--- config.mk ---
export PLATFORM = sky130hd
export DESIGN_NAME = shift_store_register
export DESIGN_NICKNAME = d
export VERILOG_FILES = /design/src/shift_store_pkg.sv /design/src/word_fifo_if.sv /design/src/word_fifo.sv /design/src/shift_store_register.sv
export SDC_FILE = /design/constraint.sdc
export NUM_CORES = 1
export LEC_CHECK = 0
export BUFFER_PORTS_ARGS = -buffer_cell sky130_fd_sc_hd__buf_2
export CAP_MARGIN = 20
export CORE_MARGIN = 2
export CORE_UTILIZATION = 62
export DETAILED_ROUTE_END_ITERATION = 16
export PLACE_DENSITY_LB_ADDON = 0.12
export SYNTH_ARGS = -nofsm -noshare
export SYNTH_HDL_FRONTEND = slang
export SYNTH_SLANG_ARGS = --single-unit
--- constraint.sdc ---
create_clock -name ref_clk -period 4.35 [get_ports ref_clk]
set_input_delay 0.6525 -clock ref_clk [delete_from_list [all_inputs] [get_ports ref_clk]]
set_output_delay 0.6525 -clock ref_clk [all_outputs]
set_load 0.005 [all_outputs]
--- src/shift_store_pkg.sv ---
// shared constants for the shift-and-store bus register
package shift_store_pkg;
    localparam int STAGES     = 8;     // shift chain length
    localparam int FIFO_DEPTH = 8;     // parallel word buffer depth
    localparam logic [7:0] CHAIN_RESET = 8'h00; // chain value after reset
    localparam logic [7:0] STORE_RESET = 8'h00; // latch value after reset
    localparam int SYNC_STAGES = 2;    // pin synchroniser depth
endpackage

--- src/word_fifo_if.sv ---
// valid/ready carrier between the register and its word buffer
`timescale 1ns/100ps
interface word_fifo_if #(parameter int WIDTH = 8);
    logic             valid; // word offered
    logic             ready; // word accepted
    logic [WIDTH-1:0] data;  // word value
    modport source (output valid, output data, input ready);
    modport sink   (input valid, input data, output ready);
endinterface

--- src/word_fifo.sv ---
// parameterised word FIFO with valid and ready on both sides
`timescale 1ns/100ps
module word_fifo #(
    parameter int WIDTH = 8,
    parameter int DEPTH = 8
) (
    input  wire logic ref_clk,
    input  wire logic reset,
    word_fifo_if.sink inPort,
    output logic      outValid,
    input  wire logic outReady,
    output logic [WIDTH-1:0] outData
);
    localparam int AW = $clog2(DEPTH);
    // pointer and count state in one struct
    typedef struct packed {
        logic [AW-1:0] wrPtr;
        logic [AW-1:0] rdPtr;
        logic [AW:0]   count;
    } fifo_state_t;
    fifo_state_t st_r, st_nxt;
    logic [WIDTH-1:0] mem [DEPTH];    // storage words
    logic pushOk, popOk;              // handshakes this cycle

    assign inPort.ready = (st_r.count != (AW+1)'(DEPTH));
    assign outValid     = (st_r.count != '0);
    assign outData      = mem[st_r.rdPtr];
    assign pushOk = inPort.valid && inPort.ready;
    assign popOk  = outValid && outReady;

    // pointer and count update
    always_comb begin
        st_nxt = st_r;
        if (pushOk) st_nxt.wrPtr = AW'((st_r.wrPtr + 1'b1) % DEPTH);
        if (popOk)  st_nxt.rdPtr = AW'((st_r.rdPtr + 1'b1) % DEPTH);
        st_nxt.count = st_r.count + (AW+1)'(pushOk) - (AW+1)'(popOk);
    end

    // state register
    always_ff @(posedge ref_clk or posedge reset) begin
        if (reset) st_r <= '0;
        else       st_r <= st_nxt;
    end

    // storage write, no reset needed on data
    always_ff @(posedge ref_clk) begin
        if (pushOk) mem[st_r.wrPtr] <= inPort.data;
    end
endmodule // word_fifo

--- src/shift_store_register.sv ---
// 8-stage shift register with storage latches and three-state outputs
// What this block does
// - eight serial stages shift data onward
// - shift only on rising clock edge
// - per-stage latch drives three-state output
// - strobe high: latches follow stages
// - strobe falling: latches hold values
// - enable high: outputs show latches
// - enable low: outputs high impedance
// - fast serial output on rising edge
// - delayed serial output on falling edge
`timescale 1ns/100ps
module shift_store_register (
    input  wire logic       ref_clk,       // system clock
    input  wire logic       reset,         // async, active high
    input  wire logic       shiftClk,      // serial clock pin
    input  wire logic       serialIn,      // serial data pin
    input  wire logic       strobe,        // latch strobe pin
    input  wire logic       outEnable,     // output enable pin
    output logic [7:0]      parOut,        // parallel output data
    output logic [7:0]      parOutEn,      // per-bit drive enable
    output logic            serial_out_fast, // cascade out, rising
    output logic            serialOutSlow, // cascade out, falling
    output logic            wordValid,     // buffered word valid
    input  wire logic       wordReady,     // buffered word taken
    output logic [7:0]      wordData       // buffered latch word
);
    // all state in one struct
    typedef struct packed {
        logic [1:0] clkSync;   // shift clock synchroniser
        logic [1:0] datSync;   // data synchroniser
        logic [1:0] stbSync;   // strobe synchroniser
        logic [1:0] oeSync;    // enable synchroniser
        logic       clkPrev;   // last synced clock, edge detect
        logic       stbPrev;   // last synced strobe
        logic [7:0] chain;     // shift stages
        logic [7:0] store;     // storage latches
        logic [7:0] pOut;      // registered output data
        logic [7:0] pEn;       // registered output enables
        logic       fastOut;   // fast cascade bit
        logic       slowOut;   // delayed cascade bit
        logic       pushPend;  // latch word waiting for buffer
    } reg_state_t;
    reg_state_t st_r, st_nxt;

    word_fifo_if #(.WIDTH(8)) fifoIn ();
    logic riseEdge, fallEdge, stbFall;

    assign riseEdge = st_r.clkSync[1] && !st_r.clkPrev;
    assign fallEdge = !st_r.clkSync[1] && st_r.clkPrev;
    assign stbFall  = !st_r.stbSync[1] && st_r.stbPrev;
    assign fifoIn.valid = st_r.pushPend;
    assign fifoIn.data  = st_r.store;

    // next-state logic
    always_comb begin
        st_nxt = st_r;
        // pins pass two flops before use
        st_nxt.clkSync = {st_r.clkSync[0], shiftClk};
        st_nxt.datSync = {st_r.datSync[0], serialIn};
        st_nxt.stbSync = {st_r.stbSync[0], strobe};
        st_nxt.oeSync  = {st_r.oeSync[0], outEnable};
        st_nxt.clkPrev = st_r.clkSync[1];
        st_nxt.stbPrev = st_r.stbSync[1];
        if (riseEdge) begin
            st_nxt.chain = {st_r.chain[6:0], st_r.datSync[1]};
            // fast out, from last stage
            // takes the bit entering the last stage on this very rise,
            // so a cascaded part sees exactly eight stages per device
            st_nxt.fastOut = st_r.chain[6];
        end
        if (fallEdge) st_nxt.slowOut = st_r.fastOut;
        if (st_r.stbSync[1]) st_nxt.store = st_nxt.chain;
        // otherwise latch holds; fall queues a word
        if (stbFall) st_nxt.pushPend = 1'b1;
        else if (fifoIn.ready) st_nxt.pushPend = 1'b0;
        st_nxt.pOut = st_r.store;
        st_nxt.pEn  = {8{st_r.oeSync[1]}};
    end

    // single state register
    always_ff @(posedge ref_clk or posedge reset) begin
        if (reset) begin
            st_r <= '0;
            st_r.chain <= shift_store_pkg::CHAIN_RESET;
            st_r.store <= shift_store_pkg::STORE_RESET;
        end else begin
            st_r <= st_nxt;
        end
    end

    // captured words buffered; with a full buffer a pending word is lost
    // once strobe high lets the latches follow the stages again
    word_fifo #(.WIDTH(8), .DEPTH(shift_store_pkg::FIFO_DEPTH)) uFifo (
        .ref_clk  (ref_clk),
        .reset    (reset),
        .inPort   (fifoIn.sink),
        .outValid (wordValid),
        .outReady (wordReady),
        .outData  (wordData)
    );

    assign parOut          = st_r.pOut;
    assign parOutEn        = st_r.pEn;
    assign serial_out_fast = st_r.fastOut;
    assign serialOutSlow   = st_r.slowOut;
endmodule // shift_store_register

==> results of run 1 <==
[flip-flops by register name, indices dropped and copies added (netlist names)]
register and flops:
st_nxt 7, parOutEn 1, serial_out_fast 1, parOut 8, uFifo.mem 64, uFifo.st_r 10, st_r 11, fifoIn.valid 1
fifoIn.data 8, serialOutSlow 1
[layout make-up]
cell class / count / area, sq um / share of cell area, %
Sequential cell: 112 / 3120 / 65.9
Multi-Input combinational cell: 85 / 1020 / 21.6
Timing Repair Buffer: 39 / 223 / 4.70
Clock buffer: 9 / 124 / 2.61
Tap cell: 96 / 120 / 2.53
Clock inverter: 7 / 77.6 / 1.64
Inverter: 13 / 48.8 / 1.03
[cells in the mapped netlist (3+ instances only)]
cell type | count | area, sq um
sky130_fd_sc_hd__buf_4 | 16 | 120
sky130_fd_sc_hd__dfrtp_1 | 48 | 1200
sky130_fd_sc_hd__ha_1 | 8 | 100
sky130_fd_sc_hd__nand2_1 | 5 | 18.8
sky130_fd_sc_hd__nand3_1 | 3 | 15.0
sky130_fd_sc_hd__inv_1 | 13 | 48.8
sky130_fd_sc_hd__nand2b_1 | 3 | 18.8
sky130_fd_sc_hd__xnor2_1 | 4 | 35.0
sky130_fd_sc_hd__mux4_1 | 16 | 420
sky130_fd_sc_hd__nor3_1 | 4 | 20.0
sky130_fd_sc_hd__mux2_2 | 24 | 270
sky130_fd_sc_hd__nor2_1 | 4 | 15.0
sky130_fd_sc_hd__edfxtp_1 | 64 | 1920
[through the flow]
step           power [mW]  hold slack, ns  cell area (sq um)  setup WS [ns]
3_5_place_dp         2.32           0.336               4520           1.74
2_1_floorplan        2.13           0.331               4370           2.03
3_3_place_gp         2.28           0.332               4520           1.76
6_report             2.90           0.288               4740           1.34
4_1_cts              2.93           0.359               4720           1.32
5_1_grt              3.07           0.303               4740           1.24
[cell families (layout without fill, tap and decap cells)]
group	Yosys count	after routing	synth area share, %
buf+inv	36	68	5.07
flops	112	112	71.5
compound gates	7	7	0.974
simple gates	23	23	2.69
fa+ha+maj	9	9	2.75
xor+xnor	6	6	1.20
mux	40	40	15.8
[final timing paths]
check / to / depth (start not counted) / slack, ns
setup / recovery: wordData[3] / 3 / 1.34
min in group ref_clk: st_r[42] / 0 / 0.36
hold / removal: st_r[29] / 2 / 0.29
max in group asynchronous: parOut[4] / 3 / 3.56
setup reg to reg: uFifo.st_r[2] / 10 / 1.88
hold reg to reg: st_r[42] / 0 / 0.36
[report_power, final]
part	switching (mW)	internal [mW]
Clock	0.340	0.274
Sequential	0.241	1.40
Combinational	0.252	0.400
[layer usage]
metal | share of wire, % | vias to the layer above
met5 | 0 | -
met3 | 3.0 | 8
met4 | 1.3 | 0
met2 | 52 | 38
met1 | 44 | 967
li1 | - | 916
==> flow_metrics.tcl, run 1 <==
set metrics [dict create \
    grt_setup_unrepaired "false" \
    route.detailed.drc 0 \
    dr.first_iter.drc_count 66 \
    ir_drop_v 0.000295 \
    yosys_warnings 0 \
    setup_tns_ns 0 \
    fin_skew_ns 0.0102 \
    final_hpwl_dp_microns 4100 \
    cp_slowest_stage_delay_ns 0.94 \
    timing.critical_path.arrival_ns 2.36 \
    grt.total_usage_pct 17.6 \
    pin_count_of_the_biggest_net_entering_global_routing 49 \
    cts.repair.resized 0 \
    cp.buffers_inverters 1 \
    gr-max-usage-layer "met2" \
    finalSetupViolCount 0 \
    tritoncts "done" \
    power_leakage_nw 1.89 \
    clock-root-buffer "sky130_fd_sc_hd__clkbuf_8" \
    critical_path.cell_chain "mux4_1, mux2_2, buf_2" \
    route.antenna.remaining_nets 0 \
    finalNetCount 276 \
    asyncSetResetFlopFracSynth_pct 42.9 \
    final_common_cell "sky130_fd_sc_hd__edfxtp_1" \
    clk-insertion-delay-late_ns 0.36 \
    max-clock-path-buffers 2 \
    vias_per_cell 5.34 \
    required_ns 3.70 \
    synth_edf_count 64 \
    layout_common_cells "sky130_fd_sc_hd__edfxtp_1, sky130_fd_sc_hd__dfrtp_1, sky130_fd_sc_hd__buf_2" \
    antenna_cells 0 \
    max_slew_margin_pct 35.0 \
    tightestPinTransition_ns 0.966 \
    timing.critical_path.from_type "flip-flop" \
    die_h_microns 87.9 \
    timing.final.max_slew_violations 0 \
    port_buffers 33 \
    outcome "complete, no violations" \
    finalNonFillerCells 361 \
    post_cts.repair.setup_buffers 0 \
    critical_path.endpoint_type "output port" \
    cpLargestDelayFamily "flip-flops" \
    die_footprint_sq_um 7730 \
    core_sq_um 6790 \
    cts.clk_slew.worst_paths_ns 0.10 \
    grtUsageMet3_pct 3.58 \
    floorplan.die.width_microns 87.9 \
    vias 1929 \
    share_of_layout_cells_above_drive_strength_1_pct 30.9 \
    clock_sinks 112 \
    fin_crit_ns 3.01 \
    syn-cell-area_sq_um 4370 \
    floorplan.initialDensity_pct 64.3 \
    gr-usage-met2_pct 29.4 \
    routedWlPerCell_microns 17.4 \
    fill_cells 442 \
    cts_made_buffers 9 \
    h-tree-depth 3 \
    place.detailed.instances 344 \
    slowest_stage "sky130_fd_sc_hd__dfrtp_1" \
    seq_total_area_yosys_pct 71.5 \
    ys_seq_elements 112 \
    dominantRegCellSynth "sky130_fd_sc_hd__edfxtp_1" \
    critPathMaxFanout 18 \
    gp_routability_congestion 0.741 \
    synthDistinctLibCells 29 \
    criticalPathCategory "flip-flop to output port" \
    routed_wl_microns 6290 \
    hold_class "primary input to asynchronous set/reset pin" \
    gr-usage-met1_pct 23.0 \
    final_hold_viol_count 0 \
    syn_area_per_cell_sq_um 18.7 \
    crit_path_start "uFifo.st_r[4]" \
    finalCritPeriodShare_pct 69.2 \
    design.portCount 34 \
    cts_hold_buffers 0 \
    netlist_instances 233 \
    max-cap-violations 0 \
    syn2layout_area_growth_pct 8.51 \
    worst_r2r_startpoint "uFifo.st_r[2]" \
    via_count_of_the_first_global_routing_pass 1896 \
    power_density_nw_per_um2 612 \
    fmax_mhz 332 \
    grt_pass1_wl_microns 9650 \
    postLayoutCoreUtil_pct 69.8 \
    grt_overflow 0 \
    placement_rows 30 \
    antenna_violations_before_repair 0 \
    mappedNetlistNets 249 \
    drt_first_pass_iters 4 \
]
(Power assumes the default switching activity.)
==> run 2, diff against run 1 <==
--- a/config.mk
+++ b/config.mk
@@ -8,7 +8,7 @@
 export BUFFER_PORTS_ARGS = -buffer_cell sky130_fd_sc_hd__buf_2
 export CAP_MARGIN = 20
 export CORE_MARGIN = 2
-export CORE_UTILIZATION = 62
+export CORE_UTILIZATION = 59
 export DETAILED_ROUTE_END_ITERATION = 16
 export PLACE_DENSITY_LB_ADDON = 0.12
 export SYNTH_ARGS = -nofsm -noshare
==> constraint.sdc (replaced) <==
create_clock -name ref_clk -period 3 [get_ports ref_clk]
set_input_delay 0.45 -clock ref_clk [delete_from_list [all_inputs] [get_ports ref_clk]]
set_output_delay 0.45 -clock ref_clk [all_outputs]
set_load 0.005 [all_outputs]
==> run 2 against run 1 <==
Die area is 4.8% higher. Flip-flop and latch count stayed put. Critical path depth is 1 higher. Utilization is 3.4 points lower. First-iteration DRC count is 82% higher. Largest power group unchanged. Register-to-register slack worse by 1.3 ns. Via count is 1.9% higher.
==> flow_metrics.tcl, run 2 (synthesis gave the netlist of run 1 again) <==
set metrics [dict create \
    outcome "complete, no violations" \
    ir_drop_v 0.000499 \
    power_leakage_nw 1.92 \
    syn2layout_area_growth_pct 9.62 \
    grt_overflow 0 \
    finalNetCount 280 \
    dr.first_iter.drc_count 120 \
    timing.critical_path.from_type "flip-flop" \
    required_ns 2.55 \
    clockPowerShare_pct 21.6 \
    max_slew_margin_pct 46.2 \
    hold_end "st_nxt[42]" \
    tritoncts "done" \
    hold_class "primary input to flip-flop" \
    floorplan.initialDensity_pct 60.5 \
    post_cts.repair.setup_buffers 0 \
    h-tree-depth 3 \
    worstHoldPathCells 1 \
    criticalPathCategory "flip-flop to output port" \
    vias_per_cell 5.34 \
    share_of_layout_cells_above_drive_strength_1_pct 31.2 \
    reg2reg_capture_point "uFifo.st_r[2]" \
    gp_routability_congestion 0.724 \
    layout_top_registers "uFifo.mem: 64 flops, st_r: 11 flops, uFifo.st_r: 10 flops" \
    antenna_cells 0 \
    place.detailed.instances 350 \
    pin_count_of_the_biggest_net_entering_global_routing 49 \
    critPathMaxFanout 16 \
    via_count_of_the_first_global_routing_pass 1922 \
    clock-root-buffer "sky130_fd_sc_hd__clkbuf_8" \
    power_density_nw_per_um2 886 \
    grt.total_usage_pct 16.5 \
    final_hold_viol_count 0 \
    port_buffers 33 \
    grt_setup_unrepaired "false" \
    drt_first_pass_iters 4 \
    routedWlPerCell_microns 16.7 \
    cts_made_buffers 9 \
    timing.final.max_slew_violations 0 \
    worst_r2r_path_depth 10 \
    max-cap-violations 0 \
    max-clock-path-buffers 2 \
    vias 1966 \
    postLayoutCoreUtil_pct 66.4 \
    critical_path.endpoint_type "output port" \
    final_hpwl_dp_microns 3890 \
    largest_reg_flops 64 \
    timing.critical_path.arrival_ns 2.08 \
    final_common_cell "sky130_fd_sc_hd__edfxtp_1" \
    design.portCount 34 \
    fin_skew_ns 0.00782 \
    hold_ws_ns 0.183 \
    setup_tns_ns 0 \
    layout_common_cells "sky130_fd_sc_hd__edfxtp_1, sky130_fd_sc_hd__dfrtp_1, sky130_fd_sc_hd__buf_2" \
    fmax_mhz 395 \
    finalSetupViolCount 0 \
    clk-insertion-delay-late_ns 0.36 \
    clock_sinks 112 \
    finalCritPeriodShare_pct 84.3 \
    fin_crit_ns 2.53 \
    register_share_of_total_power_pct 54.8 \
    antenna_violations_before_repair 0 \
    tightestPinTransition_ns 0.804 \
    worst_r2r_startpoint "uFifo.st_r[2]" \
    p_switching_mw 1.18 \
    core_sq_um 7210 \
    finalNonFillerCells 368 \
    route.detailed.drc 0 \
    grt_pass1_wl_microns 9900 \
    placement_rows 31 \
    power.share.switching_pct 27.9 \
    ff2ff_setup_slack_ns 0.54 \
    holdCritStartpoint "serialIn" \
    largest_register "uFifo.mem" \
    internal_power_mw 3.06 \
    routed_wl_microns 6140 \
    combinationalPowerShare_pct 23.7 \
    die_h_microns 90.0 \
    route.antenna.remaining_nets 0 \
    cts.clk_slew.worst_paths_ns 0.10 \
    floorplan.die.width_microns 90.0 \
    die_footprint_sq_um 8110 \
]
[run 2: cell types whose count changed in the layout (fill, tap and decap cells not counted), sizes merged]
cell	delta
inv	-2
dlygate4sd3	+1
clkbuf	+2
buf	+3
[run 2: worst max path at each step]
stage                  startpoint             to  slack (ns)  cells after the start
finish              uFifo.st_r[4]    wordData[5]        0.47                      4
global route        uFifo.st_r[4]    wordData[0]        0.37                      4
CTS                 uFifo.st_r[4]    wordData[5]        0.43                      4
detailed placement  uFifo.st_r[2]  uFifo.st_r[2]        0.54                     10
global placement    uFifo.st_r[2]  uFifo.st_r[2]        0.63                     10
floorplan           uFifo.st_r[2]  uFifo.st_r[2]        0.68                     10
[run 2: layer usage]
layer | global-route usage [%] | vias up | wire, microns
li1 | - | 920 | -
met1 | 21.3 | 1010 | 2730
met2 | 27.3 | 30 | 3150
met3 | 4.78 | 6 | 187
met4 | 5.38 | 0 | 80
met5 | 0 | - | 0
[run 2: area by class of cell]
type	count	area (sq um)
Clock inverter	5	61.3
Clock buffer	11	153
Sequential cell	112	3120
Timing Repair Buffer	43	255
Tap cell	99	124
Fill cell	527	2430
Multi-Input combinational cell	85	1020
Inverter	13	48.8
[run 2: repair_timing]
action,CTS,global route
resized for setup,0,0
hold buffers,0,1
endpoints found under the setup margin,0,0
endpoints found under the hold margin,0,8
[run 2: through the flow]
stage / instance area, sq um / setup WS (ns) / total power, mW
CTS: 4760 / 0.426 / 4.31
finish: 4790 / 0.471 / 4.24
global route: 4790 / 0.374 / 4.50
floorplan: 4370 / 0.680 / 3.10
detailed placement: 4540 / 0.539 / 3.39
global placement: 4540 / 0.633 / 3.35
[run 2: critical path, stage by stage, from the launching register on]
cell and delay (ns):
sky130_fd_sc_hd__dfrtp_1 0.40, sky130_fd_sc_hd__buf_4 0.29, sky130_fd_sc_hd__mux4_1 0.61, sky130_fd_sc_hd__mux2_2 0.28, sky130_fd_sc_hd__buf_2 0.12
[run 2: power groups by stage]
stage | sequential [mW] | clock (mW) | combinational, mW
finish | 2.32 | 0.915 | 1.00
global route | 2.38 | 1.00 | 1.12
CTS | 2.33 | 0.944 | 1.03
detailed placement | 2.37 | 0 | 1.02
global placement | 2.35 | 0 | 0.999
floorplan | 2.21 | 0 | 0.888
==> run 3, diff against run 2 <==
--- a/config.mk
+++ b/config.mk
@@ -5,10 +5,11 @@
 export SDC_FILE = /design/constraint.sdc
 export NUM_CORES = 1
 export LEC_CHECK = 0
+export ABC_AREA = 1
 export BUFFER_PORTS_ARGS = -buffer_cell sky130_fd_sc_hd__buf_2
 export CAP_MARGIN = 20
 export CORE_MARGIN = 2
-export CORE_UTILIZATION = 59
+export CORE_UTILIZATION = 60
 export DETAILED_ROUTE_END_ITERATION = 16
 export PLACE_DENSITY_LB_ADDON = 0.12
 export SYNTH_ARGS = -nofsm -noshare
==> constraint.sdc (replaced) <==
create_clock -name ref_clk -period 2.4 [get_ports ref_clk]
set_input_delay 0.36 -clock ref_clk [delete_from_list [all_inputs] [get_ports ref_clk]]
set_output_delay 0.36 -clock ref_clk [all_outputs]
set_load 0.005 [all_outputs]
==> run 3 against run 2 <==
Sequential share of layout area decreased by 4.9 points. Cell area rose by 8.1%. Synthesized cell count grew 98%. Flip-flop and latch count unchanged. First-iteration DRC count grew 57%. Die area up 7.5%. Global-route usage increased by 3.5 points. Routed wire length grew 29%. Critical endpoint is now wordData[0]. Largest power group unchanged. Final cell count rose by 63%. Hold slack worse by 0.089 ns. Clock skew increased by 0.0019 ns. Synthesized area increased by 9.7%.
==> flow_metrics.tcl, run 3 <==
set metrics [dict create \
    cts.repair.resized 0 \
    ff2ff_setup_slack_ns 0.26 \
    floorplan.initialDensity_pct 62.0 \
    cell_type_with_the_highest_occurrence_count_on_the_critical_path "sky130_fd_sc_hd__nand2_1" \
    timing.critical_path.from_type "flip-flop" \
    worst_r2r_startpoint "uFifo.st_r[2]" \
    grt_overflow 0 \
    fin_crit_ns 2.19 \
    hold_class "primary input to flip-flop" \
    dr.first_iter.drc_count 188 \
    vias_per_cell 4.80 \
    synth_top_area_share_pct 40.1 \
    finalCritPeriodShare_pct 91.1 \
    vias 2873 \
    multi_input_area_sq_um 1050 \
    die_footprint_sq_um 8720 \
    dpl-instance-area_sq_um 4940 \
    route.detailed.drc 0 \
    finalSetupViolCount 0 \
    yosys_warnings 0 \
    final_common_cell "sky130_fd_sc_hd__nand2_1" \
    clk-insertion-delay-late_ns 0.37 \
    worstHoldPathCells 1 \
    synthSimpleGateAreaFrac_pct 16.0 \
    seq_total_area_yosys_pct 65.2 \
    critPathMaxFanout 15 \
    setup_tns_ns 0 \
    routedWlPerCell_microns 13.3 \
    asyncSetResetFlopFracSynth_pct 42.9 \
    clock_sinks 112 \
    routed_wl_microns 7940 \
    ir_drop_v 0.000535 \
    reg2reg_capture_point "uFifo.st_r[2]" \
    combinational_family_with_the_most_area_after_synthesis "simple AND/OR/NAND/NOR gates" \
    h-tree-depth 3 \
    largest_reg_flops 64 \
    syn2layout_area_growth_pct 7.99 \
    cts.clk_slew.worst_paths_ns 0.11 \
    power_density_nw_per_um2 1040 \
    route.antenna.remaining_nets 0 \
    largest_register "uFifo.mem" \
    placement_rows 32 \
    critical_path_cell_count 7 \
    design.portCount 34 \
    dominantRegCellSynth "sky130_fd_sc_hd__edfxtp_1" \
    pin_count_of_the_biggest_net_entering_global_routing 34 \
    port_buffers 33 \
    finalNonFillerCells 598 \
    critPathCapture "wordData[0]" \
    ys_seq_elements 112 \
    fin_area_sq_um 5170 \
    syn_area_per_cell_sq_um 10.4 \
    synth_area_in_compound_gates_pct 2.45 \
    synth.area.mux_share_pct 0 \
    required_ns 2.04 \
    critical_path.cell_chain "buf_4, nand2_1, nand3_1, nand2_1, nand2_1, nand2_1, buf_2" \
    finalNetCount 507 \
    timing.final.max_slew_violations 0 \
    max-clock-path-buffers 2 \
    outcome "complete, no violations" \
    die_h_microns 93.4 \
    floorplan.die.width_microns 93.4 \
    place_ws_ns 0.272 \
    synthMostInstantiatedCell "sky130_fd_sc_hd__nand2_1" \
    antenna_cells 0 \
    fill_cells 591 \
    final_hold_viol_count 0 \
    layout_top_registers "uFifo.mem: 64 flops, st_r: 11 flops, uFifo.st_r: 10 flops" \
    post_synth_main_area_contributors "sky130_fd_sc_hd__edfxtp_1, sky130_fd_sc_hd__dfrtp_1, sky130_fd_sc_hd__nand2_1" \
    slowest_stage "sky130_fd_sc_hd__dfrtp_1" \
    criticalPathCategory "flip-flop to output port" \
    via_count_of_the_first_global_routing_pass 2721 \
    post_synth_fa_ha_maj_area_fraction_pct 2.51 \
    cts_made_buffers 9 \
    grt_pass1_wl_microns 12900 \
    layout_common_cells "sky130_fd_sc_hd__nand2_1, sky130_fd_sc_hd__inv_1, sky130_fd_sc_hd__edfxtp_1" \
    worst_r2r_path_depth 10 \
    mappedNetlistNets 477 \
    drt_first_pass_iters 4 \
    holdCritStartpoint "outEnable" \
    fin_skew_ns 0.00968 \
    netlist_instances 461 \
    top_cells_by_count_synth "sky130_fd_sc_hd__nand2_1, sky130_fd_sc_hd__inv_1, sky130_fd_sc_hd__edfxtp_1" \
    gp_routability_congestion 0.811 \
    place.detailed.instances 581 \
    critical_path.endpoint_type "output port" \
    clock-root-buffer "sky130_fd_sc_hd__clkbuf_8" \
    max_slew_margin_pct 66.4 \
    final_hpwl_dp_microns 5330 \
    synth_edf_count 64 \
    cp_slowest_stage_delay_ns 0.67 \
    max-cap-violations 0 \
    grt.total_usage_pct 20.0 \
    crit_path_start "uFifo.st_r[4]" \
    yosys.area.top_type "sky130_fd_sc_hd__edfxtp_1" \
    fmax_mhz 458 \
    totalPowerFinal_mw 5.40 \
    setup_ws_ns 0.214 \
    tritoncts "done" \
    power_leakage_nw 2.53 \
    grt_setup_unrepaired "false" \
    syn-cell-area_sq_um 4790 \
    antenna_violations_before_repair 0 \
    register_area_sq_um 3120 \
    cp.buffers_inverters 2 \
    cpLargestDelayFamily "flip-flops" \
    tightestPinTransition_ns 0.504 \
    core_sq_um 7730 \
    post_synth_xor_area_fraction_pct 0.914 \
    share_of_layout_cells_above_drive_strength_1_pct 15.9 \
    synthDistinctLibCells 21 \
    timing.critical_path.arrival_ns 1.83 \
]
run 3: cell types whose count changed in the layout (fill, tap and decap cells not counted), sizes merged, moves of 4 or more:
cell,change
buf,+5
inv,+87
nor3,-4
mux4,-16
nand2,+136
mux2,-24
o21ai,+19
nand3,+32
nor2,+4
run 3: worst min-delay path by stage:
stage                  endpoint  slack (ns)
floorplan           parOutEn[0]        0.33
global placement     st_nxt[44]        0.32
detailed placement   st_nxt[36]        0.32
CTS                  st_nxt[40]        0.08
global route         st_nxt[42]        0.06
finish               st_nxt[38]        0.09
run 3: cell families after synthesis:
group,Yosys count
xor gates and xnor gates,5
buffers and inverters,128
adders and majority gates,9
DFF,112
and+or+nand+nor,184
AOI/OAI and AO/OA,23
run 3: power breakdown:
part	internal, mW	leakage [nW]	switching, mW
Combinational	0.622	1.29	1.03
Sequential	2.35	1.13	0.203
Clock	0.559	0.110	0.634
Total	3.53	2.53	1.87
run 3: final cells by class:
type / count / share of cell area [%]
clock buffers: 10 / 2.88
clock inverters: 6 / 1.40
inverters: 99 / 7.28
multi-input cells: 221 / 20.2
flip-flops and latches: 112 / 60.3
well taps: 102 / 2.47
repair buffers: 48 / 5.42
run 3: per-stage QoR:
step	util [%]	hold WS, ns
2_1_floorplan	-	0.331
3_3_place_gp	64.0	0.316
3_5_place_dp	64.0	0.315
4_1_cts	67.0	0.0809
5_1_grt	67.0	0.0649
6_report	67.0	0.0933
run 3: repair_timing:
| item | 4_1_cts | 5_1_grt |
|---|---|---|
| setup buffers | 0 | 0 |
| hold buffers | 1 | 0 |
| hold endpoints to repair | 13 | 0 |
run 3: routing by layer:
| metal | vias up | global-route usage [%] | wire, microns |
|---|---|---|---|
| li1 | 1465 | - | - |
| met1 | 1327 | 25.9 | 3470 |
| met2 | 74 | 33.9 | 3960 |
| met3 | 7 | 5.08 | 427 |
| met4 | 0 | 5.15 | 84 |
| met5 | - | 0 | 0 |
run 3: worst register-to-register path, delay by kind of cell (launching register included):
family        cells  cell delay [ns]
flops             1             0.38
fa+ha+maj         4             1.05
simple gates      2             0.23
buf+inv           3             0.23
xor+xnor          1             0.16
